File: config.mk
export PLATFORM = sky130hd
export DESIGN_NAME = scpc_top
export DESIGN_NICKNAME = d
export VERILOG_FILES = /design/src/logic/scpc_pkg.sv /design/src/logic/scpc_top.sv
export SDC_FILE = /design/constraint.sdc
export NUM_CORES = 1
export LEC_CHECK = 0
export BUFFER_PORTS_ARGS = -buffer_cell sky130_fd_sc_hd__buf_2
export CAP_MARGIN = 20
export CORE_UTILIZATION = 49
export CTS_CLUSTER_SIZE = 25
export DETAILED_ROUTE_END_ITERATION = 6
export PLACE_DENSITY = 0.8
export SLEW_MARGIN = 20
export SYNTH_ARGS = -nofsm -noshare
export SYNTH_HDL_FRONTEND = slang
export SYNTH_SLANG_ARGS = --single-unit
File: constraint.sdc
create_clock -name i_ref_clk -period 5.5 [get_ports i_ref_clk]
set_input_delay 0.55 -clock i_ref_clk [delete_from_list [all_inputs] [get_ports i_ref_clk]]
set_output_delay 0.55 -clock i_ref_clk [all_outputs]
set_load 0.01 [all_outputs]
File: src/logic/scpc_pkg.sv
// constants shared by the system timebase clock configuration block
package scpc_pkg;

    // ------------------------------------------------------------
    // timing
    // ------------------------------------------------------------
    localparam int unsigned CLK_FREQ_HZ = 40000000;
    localparam int unsigned STAB_UNIT_MS = 1;
    localparam int unsigned MS_CYCLES = CLK_FREQ_HZ / 1000 * STAB_UNIT_MS;

    // ------------------------------------------------------------
    // register map
    // ------------------------------------------------------------
    localparam logic [15:0] ADDR_READBACK_CTRL = 16'h0004;
    localparam logic [15:0] ADDR_IO_UPDATE = 16'h0005;
    localparam logic [15:0] ADDR_CP_LOCK_CTRL = 16'h0100;
    localparam logic [15:0] ADDR_FB_DIV = 16'h0101;
    localparam logic [15:0] ADDR_IN_OPTIONS = 16'h0102;
    localparam logic [15:0] ADDR_NOM_PERIOD_B0 = 16'h0103;
    localparam logic [15:0] ADDR_NOM_PERIOD_B1 = 16'h0104;
    localparam logic [15:0] ADDR_NOM_PERIOD_B2 = 16'h0105;
    localparam logic [15:0] ADDR_STAB_PERIOD_B0 = 16'h0106;
    localparam logic [15:0] ADDR_STAB_PERIOD_B1 = 16'h0107;
    localparam logic [15:0] ADDR_STAB_PERIOD_B2 = 16'h0108;
    localparam int unsigned REG_COUNT = 9;
    localparam logic [15:0] REG_LAST = ADDR_STAB_PERIOD_B2;

    // entry order: index 0 is the lowest address, held in the low byte
    localparam logic [71:0] REG_MASK_VEC =
        {8'h0f, 8'hff, 8'hff, 8'h1f, 8'hff, 8'hff, 8'h7f, 8'hff, 8'hff};
    localparam logic [71:0] REG_RESET_VEC =
        {8'h00, 8'h00, 8'h01, 8'h0f, 8'h42, 8'h40, 8'h45, 8'h28, 8'h18};

    localparam int unsigned IDX_CP_LOCK_CTRL = 0;
    localparam int unsigned IDX_FB_DIV = 1;
    localparam int unsigned IDX_IN_OPTIONS = 2;
    localparam int unsigned IDX_NOM_B0 = 3;
    localparam int unsigned IDX_STAB_B0 = 6;

    localparam int unsigned UPDATE_BIT = 0;
    localparam int unsigned READBACK_BIT = 0;

    // ------------------------------------------------------------
    // field positions
    // ------------------------------------------------------------
    localparam int unsigned CP_EXT_FILT_BIT = 7;
    localparam int unsigned CP_MANUAL_BIT = 6;
    localparam int unsigned CP_CUR_LSB = 3;
    localparam int unsigned LOCK_TMR_DIS_BIT = 2;
    localparam int unsigned LOCK_DEPTH_LSB = 0;
    localparam int unsigned IN_PRESC_RST_BIT = 6;
    localparam int unsigned IN_PRESC_LSB = 4;
    localparam int unsigned IN_DBL_BIT = 3;
    localparam int unsigned IN_PLL_EN_BIT = 2;
    localparam int unsigned IN_SRC_LSB = 0;

    localparam int unsigned NOM_PERIOD_W = 21;
    localparam int unsigned STAB_PERIOD_W = 20;

    localparam logic [9:0] CP_STEP_UA = 10'h07d;
    localparam logic [10:0] LOCK_DEPTH_BASE = 11'h080;
    localparam logic [7:0] FB_DIV_MIN = 8'h06;

    // ------------------------------------------------------------
    // enumerations
    // ------------------------------------------------------------
    typedef enum logic [1:0] {
        SRC_CRYSTAL = 2'h0,
        SRC_LOW_FREQ = 2'h1,
        SRC_HIGH_FREQ = 2'h2,
        SRC_POWER_DOWN = 2'h3
    } scpc_src_t;

    typedef enum logic [3:0] {
        ST_OFF = 4'h1,
        ST_ACQUIRE = 4'h2,
        ST_SETTLE = 4'h4,
        ST_STABLE = 4'h8
    } scpc_state_t;

endpackage

File: src/logic/scpc_top.sv
// system timebase clock configuration: buffered registers and lock status
`timescale 1ns/1ps

module scpc_top
    import scpc_pkg::*;
#(
    parameter int unsigned P_MS_CYCLES = MS_CYCLES
) (
    input wire logic i_ref_clk,
    input wire logic i_reset,
    input wire logic [15:0] i_reg_addr,
    input wire logic i_reg_wr,
    input wire logic [7:0] i_reg_wdata,
    input wire logic i_reg_rd,
    input wire logic i_lock_detect,
    output logic [7:0] o_reg_rdata,
    output logic o_reg_rvalid,
    output logic o_ext_loop_filter,
    output logic o_cp_manual,
    output logic [2:0] o_cp_current_code,
    output logic [9:0] o_cp_current_ua,
    output logic o_lock_timer_disable,
    output logic [10:0] o_lock_depth,
    output logic [7:0] o_fb_divider,
    output logic o_fb_div_below_min,
    output logic o_prescaler_reset,
    output logic [1:0] o_prescaler_code,
    output logic o_doubler_enable,
    output logic o_pll_enable,
    output logic [1:0] o_rx_mode,
    output logic o_rx_power_down,
    output logic [20:0] o_nominal_period_fs,
    output logic [19:0] o_stability_period_ms,
    output logic o_pll_locked,
    output logic o_clock_stable
);

    // ------------------------------------------------------------
    // address decode
    // ------------------------------------------------------------
    logic [7:0] buf_reg [REG_COUNT];
    logic [7:0] act_reg [REG_COUNT];
    logic readback_buf_reg;
    logic in_block;
    logic [3:0] idx;
    logic update_pulse;

    assign in_block = (i_reg_addr >= ADDR_CP_LOCK_CTRL) && (i_reg_addr <= REG_LAST);
    assign idx = 4'(i_reg_addr - ADDR_CP_LOCK_CTRL);
    // update bit is never stored, so it reads back as zero
    assign update_pulse = i_reg_wr && (i_reg_addr == ADDR_IO_UPDATE) && i_reg_wdata[UPDATE_BIT];

    // ------------------------------------------------------------
    // buffered and active register banks
    // ------------------------------------------------------------
    genvar g;
    generate
        for (g = 0; g < REG_COUNT; g++) begin : g_bank
            always_ff @(posedge i_ref_clk) begin
                if (i_reset) begin
                    buf_reg[g] <= REG_RESET_VEC[g*8 +: 8];
                end else if (i_reg_wr && in_block && (idx == 4'(g))) begin
                    buf_reg[g] <= i_reg_wdata & REG_MASK_VEC[g*8 +: 8];
                end
            end
            always_ff @(posedge i_ref_clk) begin
                if (i_reset) begin
                    act_reg[g] <= REG_RESET_VEC[g*8 +: 8];
                end else if (update_pulse) begin
                    act_reg[g] <= buf_reg[g];
                end
            end
        end
    endgenerate

    // selects which bank the readback shows; not itself buffered
    always_ff @(posedge i_ref_clk) begin
        if (i_reset) begin
            readback_buf_reg <= 1'b0;
        end else if (i_reg_wr && (i_reg_addr == ADDR_READBACK_CTRL)) begin
            readback_buf_reg <= i_reg_wdata[READBACK_BIT];
        end
    end

    // ------------------------------------------------------------
    // read path
    // ------------------------------------------------------------
    logic [7:0] rd_next;

    // unmapped and unused bits read zero
    always_comb begin
        rd_next = 8'h00;
        if (in_block) begin
            rd_next = readback_buf_reg ? buf_reg[idx] : act_reg[idx];
        end else if (i_reg_addr == ADDR_READBACK_CTRL) begin
            rd_next = {7'h00, readback_buf_reg};
        end
    end

    always_ff @(posedge i_ref_clk) begin
        if (i_reset) begin
            o_reg_rdata <= 8'h00;
            o_reg_rvalid <= 1'b0;
        end else begin
            o_reg_rvalid <= i_reg_rd;
            if (i_reg_rd) begin
                o_reg_rdata <= rd_next;
            end
        end
    end

    // ------------------------------------------------------------
    // decoded control outputs, all from active registers
    // ------------------------------------------------------------
    logic [7:0] cp_ctrl;
    logic [7:0] in_opt;

    assign cp_ctrl = act_reg[IDX_CP_LOCK_CTRL];
    assign in_opt = act_reg[IDX_IN_OPTIONS];

    assign o_ext_loop_filter = cp_ctrl[CP_EXT_FILT_BIT];
    assign o_cp_manual = cp_ctrl[CP_MANUAL_BIT];
    assign o_cp_current_code = cp_ctrl[CP_CUR_LSB +: 3];
    assign o_cp_current_ua = 10'(({7'h00, o_cp_current_code} + 10'h001) * CP_STEP_UA);
    assign o_lock_timer_disable = cp_ctrl[LOCK_TMR_DIS_BIT];
    assign o_lock_depth = LOCK_DEPTH_BASE << cp_ctrl[LOCK_DEPTH_LSB +: 2];
    // divider value, flag for illegal low setting
    assign o_fb_divider = act_reg[IDX_FB_DIV];
    assign o_fb_div_below_min = (act_reg[IDX_FB_DIV] < FB_DIV_MIN);
    assign o_prescaler_reset = in_opt[IN_PRESC_RST_BIT];
    assign o_prescaler_code = in_opt[IN_PRESC_LSB +: 2];
    assign o_doubler_enable = in_opt[IN_DBL_BIT];
    assign o_pll_enable = in_opt[IN_PLL_EN_BIT];
    assign o_rx_mode = in_opt[IN_SRC_LSB +: 2];
    assign o_rx_power_down = (in_opt[IN_SRC_LSB +: 2] == SRC_POWER_DOWN);
    assign o_nominal_period_fs = NOM_PERIOD_W'({act_reg[IDX_NOM_B0 + 2],
                                                act_reg[IDX_NOM_B0 + 1],
                                                act_reg[IDX_NOM_B0]});
    assign o_stability_period_ms = STAB_PERIOD_W'({act_reg[IDX_STAB_B0 + 2],
                                                   act_reg[IDX_STAB_B0 + 1],
                                                   act_reg[IDX_STAB_B0]});

    // ------------------------------------------------------------
    // lock and stability tracking
    // ------------------------------------------------------------
    scpc_state_t state_reg;
    scpc_state_t state_next;
    logic [10:0] lock_cnt_reg;
    logic [15:0] ms_cnt_reg;
    logic [19:0] stab_cnt_reg;
    logic ms_tick;
    logic depth_met;
    logic stab_met;

    assign ms_tick = (ms_cnt_reg == 16'(P_MS_CYCLES - 1));
    // a disabled timer lets the detector declare lock at once
    assign depth_met = o_lock_timer_disable || (lock_cnt_reg == (o_lock_depth - 11'h001));
    assign stab_met = (stab_cnt_reg >= o_stability_period_ms);

    always_comb begin
        state_next = state_reg;
        case (state_reg)
            ST_OFF: begin
                if (o_pll_enable) begin
                    state_next = ST_ACQUIRE;
                end
            end
            ST_ACQUIRE: begin
                if (!o_pll_enable) begin
                    state_next = ST_OFF;
                end else if (i_lock_detect && depth_met) begin
                    state_next = ST_SETTLE;
                end
            end
            ST_SETTLE: begin
                if (!o_pll_enable) begin
                    state_next = ST_OFF;
                end else if (!i_lock_detect) begin
                    state_next = ST_ACQUIRE;
                end else if (stab_met) begin
                    state_next = ST_STABLE;
                end
            end
            ST_STABLE: begin
                if (!o_pll_enable) begin
                    state_next = ST_OFF;
                end else if (!i_lock_detect) begin
                    state_next = ST_ACQUIRE;
                end
            end
            default: begin
                state_next = ST_OFF;
            end
        endcase
    end

    always_ff @(posedge i_ref_clk) begin
        if (i_reset) begin
            state_reg <= ST_OFF;
        end else begin
            state_reg <= state_next;
        end
    end

    always_ff @(posedge i_ref_clk) begin
        if (i_reset) begin
            lock_cnt_reg <= 11'h000;
        end else if ((state_reg != ST_ACQUIRE) || !i_lock_detect || depth_met) begin
            lock_cnt_reg <= 11'h000;
        end else begin
            lock_cnt_reg <= lock_cnt_reg + 11'h001;
        end
    end

    always_ff @(posedge i_ref_clk) begin
        if (i_reset) begin
            ms_cnt_reg <= 16'h0000;
            stab_cnt_reg <= 20'h0_0000;
        end else if (state_reg != ST_SETTLE) begin
            ms_cnt_reg <= 16'h0000;
            stab_cnt_reg <= 20'h0_0000;
        end else if (ms_tick) begin
            ms_cnt_reg <= 16'h0000;
            // saturate so a long period never wraps to an early stable
            if (stab_cnt_reg != 20'hf_ffff) begin
                stab_cnt_reg <= stab_cnt_reg + 20'h0_0001;
            end
        end else begin
            ms_cnt_reg <= ms_cnt_reg + 16'h0001;
        end
    end

    assign o_pll_locked = (state_reg == ST_SETTLE) || (state_reg == ST_STABLE);
    assign o_clock_stable = (state_reg == ST_STABLE);

endmodule

======== Yosys cells after proc, flatten, opt, wreduce, memory -nomap -nowiden ========
Memory sizes are Yosys's and may differ from the RTL's.
Index checks and enable logic that the tools add are counted.
storage, ports and cells
  word-level logic and storage cells ...... 151
  bits of input ports ..................... 29
  register bits ........................... 61
  output and inout bits ................... 96
  memories kept ........................... 2
  RAM bits ................................ 144
operators by class
  add/subtract/negate cells ............... 6
  equality and inequality tests ........... 24
  muxes and demuxes ....................... 62
  multiply operators ...................... 1
  order comparisons ....................... 4
  bitwise gates (word level) .............. 18
  shift operators ......................... 1
  reduce and logical (&&, ||, !) cells .... 26
memories
  memory   words  width  rd ports  clocked after Yosys merged registers in  write ports  RTL line        source
  act_reg  9      8      10        0                                        9            scpc_top.sv:42  logic [7:0] act_reg [REG_COUNT];
  buf_reg  9      8      10        0                                        9            scpc_top.sv:41  logic [7:0] buf_reg [REG_COUNT];
operators with widths
  kind                                                                number
  two-way mux 8 bit                                                   20
  two-way mux 1 bit                                                   33
  == test 16 x 3 -> 1 bit, second input constant                      2
  two-way mux 4 bit                                                   8
  adder 20 x 1 -> 20 bit, second input constant                       1
  == test 4 x 3 -> 1 bit, second input constant                       5
  greater-or-equal comparator 20 bit                                  1
  inequality test 20 bit, second input constant                       1
  bitwise OR 1 bit                                                    18
  adder 16 x 1 -> 16 bit, second input constant                       1
  == test 16 bit, second input constant                               1
  greater-or-equal comparator 16 x 9 -> 1 bit, second input constant  1
  <= comparator 16 x 9 -> 1 bit, second input constant                1
  case mux 4 bit (4 select lines)                                     1
  logical AND 1 bit                                                   15
  == test 4 x 2 -> 1 bit, second input constant                       3
  adder 11 x 1 -> 11 bit, second input constant                       1
  == test 11 bit                                                      1
  << shifter 8 x 2 -> 11 bit, first input constant                    1
  subtractor 11 x 1 -> 11 bit, second input constant                  1
  multiplier 4 x 7 -> 10 bit, second input constant                   1
  == test 4 x 1 -> 1 bit, second input constant                       2
  == test 4 bit, second input constant                                2
  < comparator 8 x 3 -> 1 bit, second input constant                  1
  15 further kinds                                                    20

======== Longest topological paths before layout ========
Gate-level depths: netlist of the first run.
An unclocked memory read counts as a cell.
  depth in word-level cells ............... 9
  gate-level depth with buffers ........... 13
  depth with buffers taken out ............ 13

======== Worst setup path after synthesis of the first run ========
OpenSTA, ideal clock, no wires.
  path kind ............................... input to register
  start point ............................. input i_reg_addr[15]
  end point ............................... memory act_reg[0][0], enable pin
  setup slack ............................. 0.650 ns
  path buffers ............................ 0
  required time ........................... 5.001 ns
  arrival ................................. 4.351 ns
  setup time .............................. 0.499 ns
  stages .................................. 5
  path through ............................ nor4_2 -> nand3_2 -> nor3_2 -> nand2_1 -> o21bai_1
RTL lines
  element             RTL line        source
  start: declaration  scpc_top.sv:11  input wire logic [15:0] i_reg_addr,
  end: declaration    scpc_top.sv:42

==> summary.md, run 1 <==
The run finished, with violations left. The final reports fail on DRC. At the worst endpoint, the arrival time is 4030 ps. The share of synthesized flip-flops with an asynchronous set or reset works out to 0%. The leakage power is 0.00428 uW, and the first-pass GRT wire length is 36.4 mm. From left edge to right edge, the die measures 144 um. The effective utilization at floorplan is 50.6%, and the number of instances in the synthesized netlist is 870. The routability congestion estimate from global placement is 0.843, and the hold-critical path depth is 1.

The maximum level of the CTS H-tree was 4. Dividing the final minimum period by the clock period gives 83.3%. The tools report the peak ir drop on the vdd network as 0.204 mV. The cell area that synthesis handed to floorplanning was 9950 um2.

The tools report the via count of the first global-routing pass as 6,796. Of all cell types, the one taking the most synthesized area is edfxtp_1. The net count of the finished layout is 1,045.

The number of antenna diodes is 0. The run gives 51 as the row count. The worst-skew pair later-pin latency came out at 440 ps.

In the post-route analysis, the smallest setup slack over all paths is 917 ps. The portion of the post-synthesis area used by sequential elements came out at 50.9%. Setup repair after global routing left no endpoint under its margin. The combined area of the multi-input logic cells was 4500 um2. For this run, the detailed router's first-pass iteration total came to 7. Startpoint class of the critical path: a register. The tools report the cell at the root of the clock tree as clkbuf_16. The worst setup path is captured at an output pin.

For the total power after layout, the log shows 3050 uW. The prevailing post-synth register cell was edfxtp_1. Across every metal layer, demand over resource in global routing totals 23.7%. Type of the tightest min-delay check: reg -> reg.

The per-cell via count in the routed design works out to 5.52. Registers take 5060 um2. Entering global routing, the biggest net connects 37 pins. The number of DRC violations after detailed-routing iteration 0 is 592. The number of flops mapped to enable cells by yosys is 128, and the detail-routed net length per standard cell is 18.5 um.

For this run, the number of Yosys warnings is 0. The number of max-slew violations in the final report was 0. Die area: 20,900 um2.

The worst setup path category was reg -> out. Once detailed placement completed, the half-perimeter wirelength came to 17.3 mm. In this run the cell area measured after placement is 10,700 um2. Setup violations remaining at the end of the flow were counted as 0. The peak clock frequency supported by timing came out at 0.218 GHz. Leaving out fill and tap cells, the most frequent cell in the layout is edfxtp_1. Measured along the y axis, the die boundary spans 144 um. Clock tree synthesis inserted a total of 17 buffers.

The run gives 1,635 as the total of fill cells in the finished design. In the layout the commonest cells are edfxtp_1, buf_2, and2_1. The mean cell area of the mapped netlist is 11.4 um2, and the required time at the worst-slack endpoint is 4950 ps. The maximum fanout along the worst path came out at 8. Summed over all layers, the routed wires come to 23.2 mm.

The number of nets with antenna violations after routing was 0; the number of endpoints with negative hold slack in the final report was 0. The synthesized design devotes to its leading area cell type 38.6% of total area. The clock period minus worst slack was 4580 ps. The I/O pin total came out at 125. TritonCTS built the clock tree.

The area of all placed cells without fillers is 11,200 um2. The number of clock sinks seen by CTS is 189. After routing, the total negative slack on setup checks comes to 0 ps.

The worst register-to-register path has a depth of 8. After clock tree synthesis, the setup repair step added 0 buffers. Ranked by total cell area, the synthesized netlist is headed by edfxtp_1, dfxtp_1, mux4_2.

Headroom to the max-slew limit came out at 37.0%. After clock tree synthesis, the clock-pin slew on the worst setup and hold paths is 70 ps. The number of buffers inserted by port buffering came out at 117. Dividing total power by cell area gives a power density of 271 nW/um2. After clock tree synthesis, the flow added hold-fix buffers numbering 0. Worst-case setup slack after placement: 1340 ps.

The post-CTS resize count was 0; the transition at the pin with the smallest max-transition slack was 943 ps. For the total via count in the routed design, the log shows 6,905. In the final layout, the share of cells above drive strength 1 is 20.5%. The number of antenna violations at the first check in global routing was 0; the remaining global-route overflow was 0. In this run the deepest clock path goes through 2 buffers. The number of different library cells used by synthesis comes to 65. The worst clock skew is 11.4 ps, and the max-capacitance violation count is 0. The logs give 452 ps for the hold slack and 4 for the final routed DRC violation total. After floorplanning, the core was sized to cover 19,700 um2.

The register bit total from synthesis came out at 189. The signed area change from the synthesized netlist to the final layout was 13.0%.
cells by family (layout without fill, tap and decap cells):
group	count (synthesis)	count (layout)	synth area share [%]
multiplexers	47	47	8.16
adder cells (fa/ha/maj)	44	44	6.06
XOR/XNOR	48	48	4.23
AND/OR/NAND/NOR	370	370	20.7
other	1	7	0.0377
buffers and inverters	87	196	4.24
flip-flops	189	189	50.9
AO/OA/AOI/OAI	84	84	5.70
routing by layer:
metal	track usage (%)	vias up	part of all wire, %
met1	29.2	3325	41
met3	5.26	51	6.0
met5	0	-	0
met4	11.6	0	3.7
met2	39.3	252	50
li1	-	3277	-
stage by stage:
| stage | cells | util [%] |
|---|---|---|
| 4_1_cts | 1250 | 57.2 |
| 3_5_place_dp | 1218 | 54.3 |
| 6_report | 1250 | 57.2 |
| 3_3_place_gp | 1218 | 54.3 |
| 5_1_grt | 1250 | 57.2 |
| 2_1_floorplan | 876 | - |
synth_stat cells, types with 5 or more instances:
library cell,n
a21oi_1,24
and2_1,97
and3_1,10
buf_2,7
buf_4,13
buf_6,5
clkbuf_1,18
dfxtp_1,61
edfxtp_1,128
fa_1,7
ha_1,37
inv_1,42
mux2i_1,17
mux4_2,27
nand2_1,38
nand2b_1,34
nand3_1,25
nand4_1,19
nor2_1,77
nor2b_1,12
nor3_1,15
nor4_1,10
o21ai_0,17
o21bai_1,11
or3_1,5
xnor2_1,11
xor2_1,37
final timing paths:
kind / slack [ps] / to / startpoint
max: 920 / o_cp_current_ua[9] / act_reg[0][3]$_SDFFCE_PN1P_
min: 450 / ms_cnt_reg[0]$_SDFF_PP0_ / ms_cnt_reg[0]$_SDFF_PP0_
max reg2reg: 3120 / state_reg[3]$_SDFFE_PP0P_ / act_reg[7][7]$_SDFFCE_PN0P_
min reg2reg: 450 / ms_cnt_reg[0]$_SDFF_PP0_ / ms_cnt_reg[0]$_SDFF_PP0_
worst max-delay path, cell delays in order, from the launching register on:
cell and delay [ps]:
edfxtp_1 550, ha_1 280, xor2_1 390, fa_1 520, inv_1 160, fa_1 430
inv_1 60, ha_1 260, a21o_1 190, a21oi_1 210, nor2_1 60, nor2_1 90
o22ai_1 80, xnor2_1 160, buf_2 140
where the power goes:
group	total, uW	internal (uW)	switching [uW]	leakage (uW)
Combinational	274	113	161	0.00225
Sequential	1590	1550	33.4	0.00176
Clock	1190	603	585	0.000275
Total	3050	2270	779	0.00428
layout make-up:
class                      instances  share of cell area (%)
sequential                       189                    45.1
clock inverter                    15                    1.24
multi-input combinational        600                    40.0
inverter                          42                    1.40
timing repair buffer             122                    5.54
tap                              265                    2.95
clock buffer                      17                    3.78
Note: power is estimated with default switching activity, not from simulation.
==> run 2, diff against run 1 <==
- clock period: 5.5 -> 4.5 ns (I/O delays scaled with it)
==> run 2 against run 1 <==
The flow still finishes with violations (DRC). Highest routed layer unchanged. Flip-flop and latch count did not move. Combinational power grew 26%. Final cell count is essentially flat. Die area unchanged. Critical path type unchanged. Via count rose by 1.2%. Sequential share of layout area down 0.15 points. Non-clock buffer count rose by 2.
==> summary.md, run 2 (synthesized netlist as in run 1, its figures left out) <==
The run finished, with violations left. The final reports fail on DRC. Across the VDD grid, the largest voltage drop is 0.211 mV. The logs give 4510 um2 for the combined area of the multi-input logic cells and 391 ps for the worst-case setup slack after placement. The worst slew margin relative to its limit is 35.3%. Port buffering added 117 buffers. Startpoint class of the critical path: a register. The effective utilization at floorplan was 50.6%. The clock passes through at most 2 buffers.

The initialized floorplan defines 51 standard-cell rows. Compared with the post-synthesis result, the final layout area differs by 13.4%. The total of fill cells in the finished design is 1,605, and the wire length reported by the detailed router is 23.9 mm. The remaining global-route overflow is 0. The core region is 19,700 um2.

Across all setup checks in the final design, the least slack found is 221 ps. Setup repair after global routing left no endpoint under its margin. The tools report the global routing usage summed across all routing layers as 23.7%. Setup violations remaining at the end of the flow were counted as 0. The detailed placement HPWL is 17.6 mm. In the final layout, the share of cells above drive strength 1 is 20.9%. The logs give 6,665 for the via count of the first global-routing pass and 0 for the number of antenna diodes. From left edge to right edge, the die measures 144 um. The library cells used most frequently in the layout, excluding fill and tap cells, are edfxtp_1, buf_2, and2_1. The final worst-path cycle share was 95.1%. For this design the ratio of total power to cell area is 332 nW/um2. For this design, the sink count on the clock tree is 189.

Worst setup path category: reg -> out. The number of DRC violations after detailed-routing iteration 0 is 548. The floorplan step defined a die boundary enclosing 20,900 um2. Category of the worst setup path capture point: an output pin. The run gives 6,988 as the total via count in the routed design. In the final routed layout, each cell accounts on average for 19.1 um.

Max-cap violations in this run came to 0. The number of nets in the final layout is 1,047, and the required time at the worst-slack endpoint is 4050 ps. Final-layout setup total negative slack: 0 ps. The number of antenna violations at the first check in global routing came out at 0. The run gives 7 as the number of iterations in the first detailed-routing pass.

The number of endpoints with negative hold slack in the final report is 0, and the first-pass GRT wire length is 36.4 mm. Along the worst path, the maximum fanout reaches 5. The per-cell via count in the routed design works out to 5.59. Once detail routing completed, the nets flagged for antenna violations numbered 0. Between clock sinks in the finished design, the worst skew comes to 14.0 ps. In the routed design, unresolved DRC markers number 3.

TritonCTS built the clock tree. The H-tree was split into 4 levels. The library cell used most frequently in the layout, excluding fill and tap cells, is edfxtp_1. In this run the worst hold path is classified as in -> reg. The clock period minus worst slack is 4280 ps, and the signal arrival time at the worst endpoint is 3830 ps. Largest net degree at the start of global routing: 51.

At the later pin of the worst-skew pair, clock insertion delay measures 440 ps. The analysis attributes to cell leakage a power of 0.00430 uW. The die extent in y was 144 um; the CTS buffer count was 17.

Clock-pin slew was measured on the worst setup and hold paths at 70 ps. The transition at the pin with the smallest max-transition slack was 963 ps. Leaving out filler cells and counting taps, the final layout contains 1,251.

The number of placed instances, taps included, is 1,218. The total area of sequential cells came out at 5060 um2. The logs give 0 for the number of max-slew violations in the final report and 125 for the I/O pin total. Timing would allow up to 0.234 GHz.

The tree is rooted in a clkbuf_16. Routability-driven placement finished with a final weighted congestion of 0.823.
==> run 2: final cells by class <==
class	instances	area share [%]
Sequential cell	189	44.9
Multi-Input combinational cell	600	40.0
Timing Repair Buffer	124	5.77
Clock buffer	19	3.84
Tap cell	265	2.94
Inverter	42	1.40
Clock inverter	12	1.12
==> run 2: final timing paths <==
kind,cells after the start,slack (ps),startpoint,endpoint
setup / recovery,14,220,act_reg[0][4]$_SDFFCE_PN1P_,o_cp_current_ua[9]
hold / removal,2,350,i_reg_wdata[7],buf_reg[1][7]$_SDFFCE_PN0P_
setup reg to reg,8,2060,act_reg[7][7]$_SDFFCE_PN0P_,state_reg[3]$_SDFFE_PP0P_
hold reg to reg,1,450,ms_cnt_reg[0]$_SDFF_PP0_,ms_cnt_reg[0]$_SDFF_PP0_
==> run 2: what timing repair did <==
action | CTS | global route
resized for setup | 1 | 2
hold buffers | 0 | 0
pin swaps | 0 | 2
setup endpoints to repair | 1 | 1
buffers inserted | 1 | 1
==> run 2: worst max-delay path, stage by stage (launching register included) <==
cell and delay [ps]:
edfxtp_1 440, ha_2 220, xor2_2 210, fa_1 550
inv_1 110, fa_1 510, inv_1 40, ha_1 330
a21o_1 210, a21oi_2 170, nor2_1 60, nor2_1 80
o22ai_1 100, xnor2_1 210, buf_2 160
==> run 2: metal layers <==
| metal | vias to the layer above | wire [um] | global-route usage [%] |
|---|---|---|---|
| met5 | - | 0 | 0 |
| met4 | 0 | 884 | 11.3 |
| met3 | 48 | 1210 | 3.94 |
| met2 | 235 | 12000 | 40.1 |
| met1 | 3420 | 9820 | 29.6 |
| li1 | 3285 | - | - |
==> run 2: power breakdown <==
group          total, uW  switching [uW]  internal (uW)
sequential          1940            39.8           1900
combinational        346             204            141
clock               1460             683            779
==> run 2: through the flow <==
| stage | util, % | cell area (um2) | total power, uW | hold slack, ps |
|---|---|---|---|---|
| final | 57.4 | 11300 | 3740 | 352 |
| after global routing | 57.4 | 11300 | 3860 | 362 |
| after CTS | 57.3 | 11300 | 3750 | 355 |
| after detailed placement | 54.4 | 10700 | 2320 | 436 |
| after global placement | 54.4 | 10700 | 2300 | 428 |
| after floorplan | - | 9970 | 2190 | 418 |
==> run 3, diff against run 2 <==
- ABC_AREA: unset -> 1
- CORE_ASPECT_RATIO: unset -> 0.5
==> run 3 against run 2 <==
The run now ends clean. Global-route usage grew 1.9 points. Die area grew 2.8%. Clock skew shrank 1.5 ps. Critical path depth grew 1. Combinational power grew 16%. Worst setup slack gained 41 ps. Synthesized area grew 2.7%. Final cell count grew 28%. Hold slack lost 79 ps. Largest cell class unchanged.
==> summary.md, run 3 <==
Share of synthesized flip-flops with an asynchronous set or reset: 0%. Among all flip-flop cells after synthesis, the most frequent one is edfxtp_1. The die area came out at 21,500 um2.

For the peak ir drop on the vdd network, the log shows 0.294 mV. Synthesis produced a netlist whose cell count is 1,218. The via count of the first global-routing pass came out at 8,055. The number of clock sinks seen by CTS is 189. The number of DRC violations after detailed-routing iteration 0 was 1,053.

The worst register-to-register path begins at stab_cnt_reg[1]$_SDFFE_PP0P_. At the worst endpoint, the required time is 4050 ps. Setup violations remaining at the end of the flow were counted as 0. Relative to the synthesized area, the layout overhead comes to 13.5%.

Leaving out fill and tap cells, the most frequent cell in the layout is nand2_1. The share of layout cells above drive strength 1 came out at 14.7%. The peak clock frequency supported by timing is 0.236 GHz, and the power per cell area is 331 nW/um2.

125 I/O pins were placed. The register bit total from synthesis is 189, and the routability congestion estimate from global placement is 0.928. Using the TritonRoute via totals, the vias-per-cell ratio works out to 5.45. The global routing usage summed across all routing layers is 25.6%.

Ranked by instance count, the synthesized netlist is headed by nand2_1, nor2_1, inv_1. Measured against its own limit, the worst slew margin works out to 28.7%. The worst setup path is launched from a register. Before CTS, the worst setup slack after placement is 469 ps. The average instance in the mapped netlist occupies 8.38 um2. The net count of the finished layout is 1,400.

The flow ran to the end, and the final reports show no timing, DRC or antenna violations. The routed design has 27.1 mm of wire. The floorplan has 36 rows. The setup slack of the critical path after layout was 262 ps; the portion of the post-synthesis area used by sequential elements was 49.6%. The worst setup path is captured at an output pin.

The tightest min-delay check is of the in -> reg type. The cell at the root of the clock tree is clkbuf_16. The transition at the pin with the smallest max-transition slack came out at 1060 ps.

The startpoint of the lowest-slack hold path is i_reg_wdata[6]. Setup repair after global routing left no endpoint under its margin. The run gives 51.3% as the effective utilization at floorplan. The most area-hungry cell type in the Yosys netlist was edfxtp_1. 0 antenna diodes ended up in the layout. The synthesized design devotes to its leading area cell type 37.6% of total area.

Worst setup path category: reg -> out. Detail-routed net length per standard cell: 16.9 um. The number of warnings printed during yosys synthesis came out at 0.

Once detailed placement completed, the half-perimeter wirelength came to 19.7 mm. Clock period minus worst slack: 4240 ps. The tools report the startpoint of the worst setup timing path as act_reg[0][3]$_SDFFCE_PN1P_. The number of max-slew violations in the final report came out at 0. TritonCTS built the clock tree.

The worst register-to-register path ends at stab_cnt_reg[15]$_SDFFE_PP0P_. Total via count in the routed design: 8,747. Slack of the worst reg-to-reg path: 2130 ps. The core region is 19,900 um2. The number of iterations in the first detailed-routing pass is 6.

Leaving out fill and tap cells, the most frequent cells in the layout are nand2_1, nor2_1, inv_1. The number of buffers inserted by port buffering was 117; the final routed DRC violation total was 0. Global routing finished with a remaining overflow of 0. The final-layout setup total negative slack was 0 ps. The logs give 450 ps for the worst-skew pair later-pin latency and 58.2% for the fraction of the core area covered by cells at the end of the flow. Yosys attributes the largest share of cell area to edfxtp_1, dfxtp_1, nand2_1. The signal arrival time at the worst endpoint is 3790 ps.

The synthesized netlist occupies a cell area of 10,200 um2. Largest net degree at the start of global routing: 65. Maximum fanout along the worst path: 4. The leading cell type by number of instances after synthesis was nand2_1. For the max-capacitance violation count, the log shows 0.

Measured along the y axis, the die boundary spans 104 um. The number of endpoints with negative hold slack in the final report was 0. The run gives 17 as the CTS buffer count.

The number of flops mapped to enable cells by yosys works out to 128. The number of nets with antenna violations after routing is 0, and the maximum level of the CTS H-tree is 4. Worst clock skew: 12.5 ps. For this design the static power due to leakage is 0.00513 uW. Total power for the finished layout comes to 3830 uW. The number of antenna violations at the first check in global routing is 0, and the length in cells of the worst reg-to-reg path is 10. The clock-pin transition on the worst setup and hold timing paths was 80 ps. The final worst-path cycle share is 94.2%. Synthesis instantiated 48 different standard cells from the library.

The worst hold path passes through 2 cells. The tools report the worst min-delay path endpoint as buf_reg[3][6]$_SDFFCE_PN1P_. The first-pass GRT wire length was 42.3 mm; the clock tree buffer depth was 2.

The die boundary width is 206 um.
run 3: changes by cell type in the layout (fill, tap and decap cells not counted), moves of 8 or more:
| cell | before | now |
|---|---|---|
| nand2b_1 | 34 | 0 |
| mux4_2 | 27 | 0 |
| a21oi_1 | 23 | 58 |
| nor2_1 | 77 | 208 |
| o21bai_1 | 9 | 0 |
| mux2i_1 | 17 | 0 |
| nor4_1 | 10 | 2 |
| nand2_1 | 38 | 272 |
| xor2_1 | 36 | 23 |
| inv_1 | 42 | 170 |
| nand3_1 | 25 | 55 |
| and3_1 | 10 | 0 |
| and2_1 | 97 | 0 |
| nor2b_1 | 12 | 0 |
run 3: per-layer routing:
metal  vias up  global-route usage (%)  wire, um
li1       4129                       -         -
met1      4155                    35.1     11500
met2       427                    40.3     12600
met3        36                    5.64      2530
met4         0                    8.46       435
met5         -                       0         0
run 3: cell type report:
type,count,area (um2)
sequential,189,5060
multi-input combinational,810,4260
inverter,180,677
timing repair buffer,129,676
fill,1680,8320
tap,266,333
clock buffer,18,429
clock inverter,14,145
run 3: worst max-delay path, cell delays in order (launching register included):
cell      delay [ps]
edfxtp_1         400
ha_1             250
xnor2_2          170
inv_1            130
fa_1             560
inv_1            100
fa_1             510
inv_1             40
ha_1             340
a21oi_1          160
nand2_1           90
a21oi_1          130
nor2_1            50
nor2_1           100
xor2_1           160
buf_2            150
run 3: power by group:
part | leakage, uW | internal, uW | switching (uW) | total (uW)
Sequential | 0.00176 | 1910 | 37.8 | 1940
Clock | 0.000277 | 742 | 745 | 1490
Combinational | 0.00309 | 127 | 277 | 403
Total | 0.00513 | 2770 | 1060 | 3830
run 3: cell families after synthesis:
family,count (synthesis),share of synthesized area [%]
AO/OA/AOI/OAI,113,6.56
buffers and inverters,225,9.06
flip-flops,189,49.6
adder cells (fa/ha/maj),44,5.91
other,1,0.0367
AND/OR/NAND/NOR,613,26.0
XOR/XNOR,33,2.83
run 3: worst max-delay path by stage:
| stage | to | slack, ps | cells after the start |
|---|---|---|---|
| finish | o_cp_current_ua[8] | 260 | 15 |
| global route | o_cp_current_ua[9] | 30 | 14 |
| CTS | o_cp_current_ua[8] | 90 | 15 |
| detailed placement | o_cp_current_ua[8] | 470 | 15 |
| global placement | o_cp_current_ua[8] | 590 | 15 |
| floorplan | act_reg[0][0]$_SDFFCE_PN0P_ | 160 | 5 |
run 3: timing repair:
item                       CTS  global route
pin swaps                    0             1
resized for setup            1             0
hold buffers                 0             0
setup buffers                0             3
setup endpoints to repair    1             2
run 3: metrics by stage:
stage | instance area (um2) | cells | hold slack, ps
floorplan | 10200 | 1224 | 418
global placement | 11000 | 1571 | 427
detailed placement | 11000 | 1571 | 442
CTS | 11600 | 1603 | 272
global route | 11600 | 1606 | 295
finish | 11600 | 1606 | 273
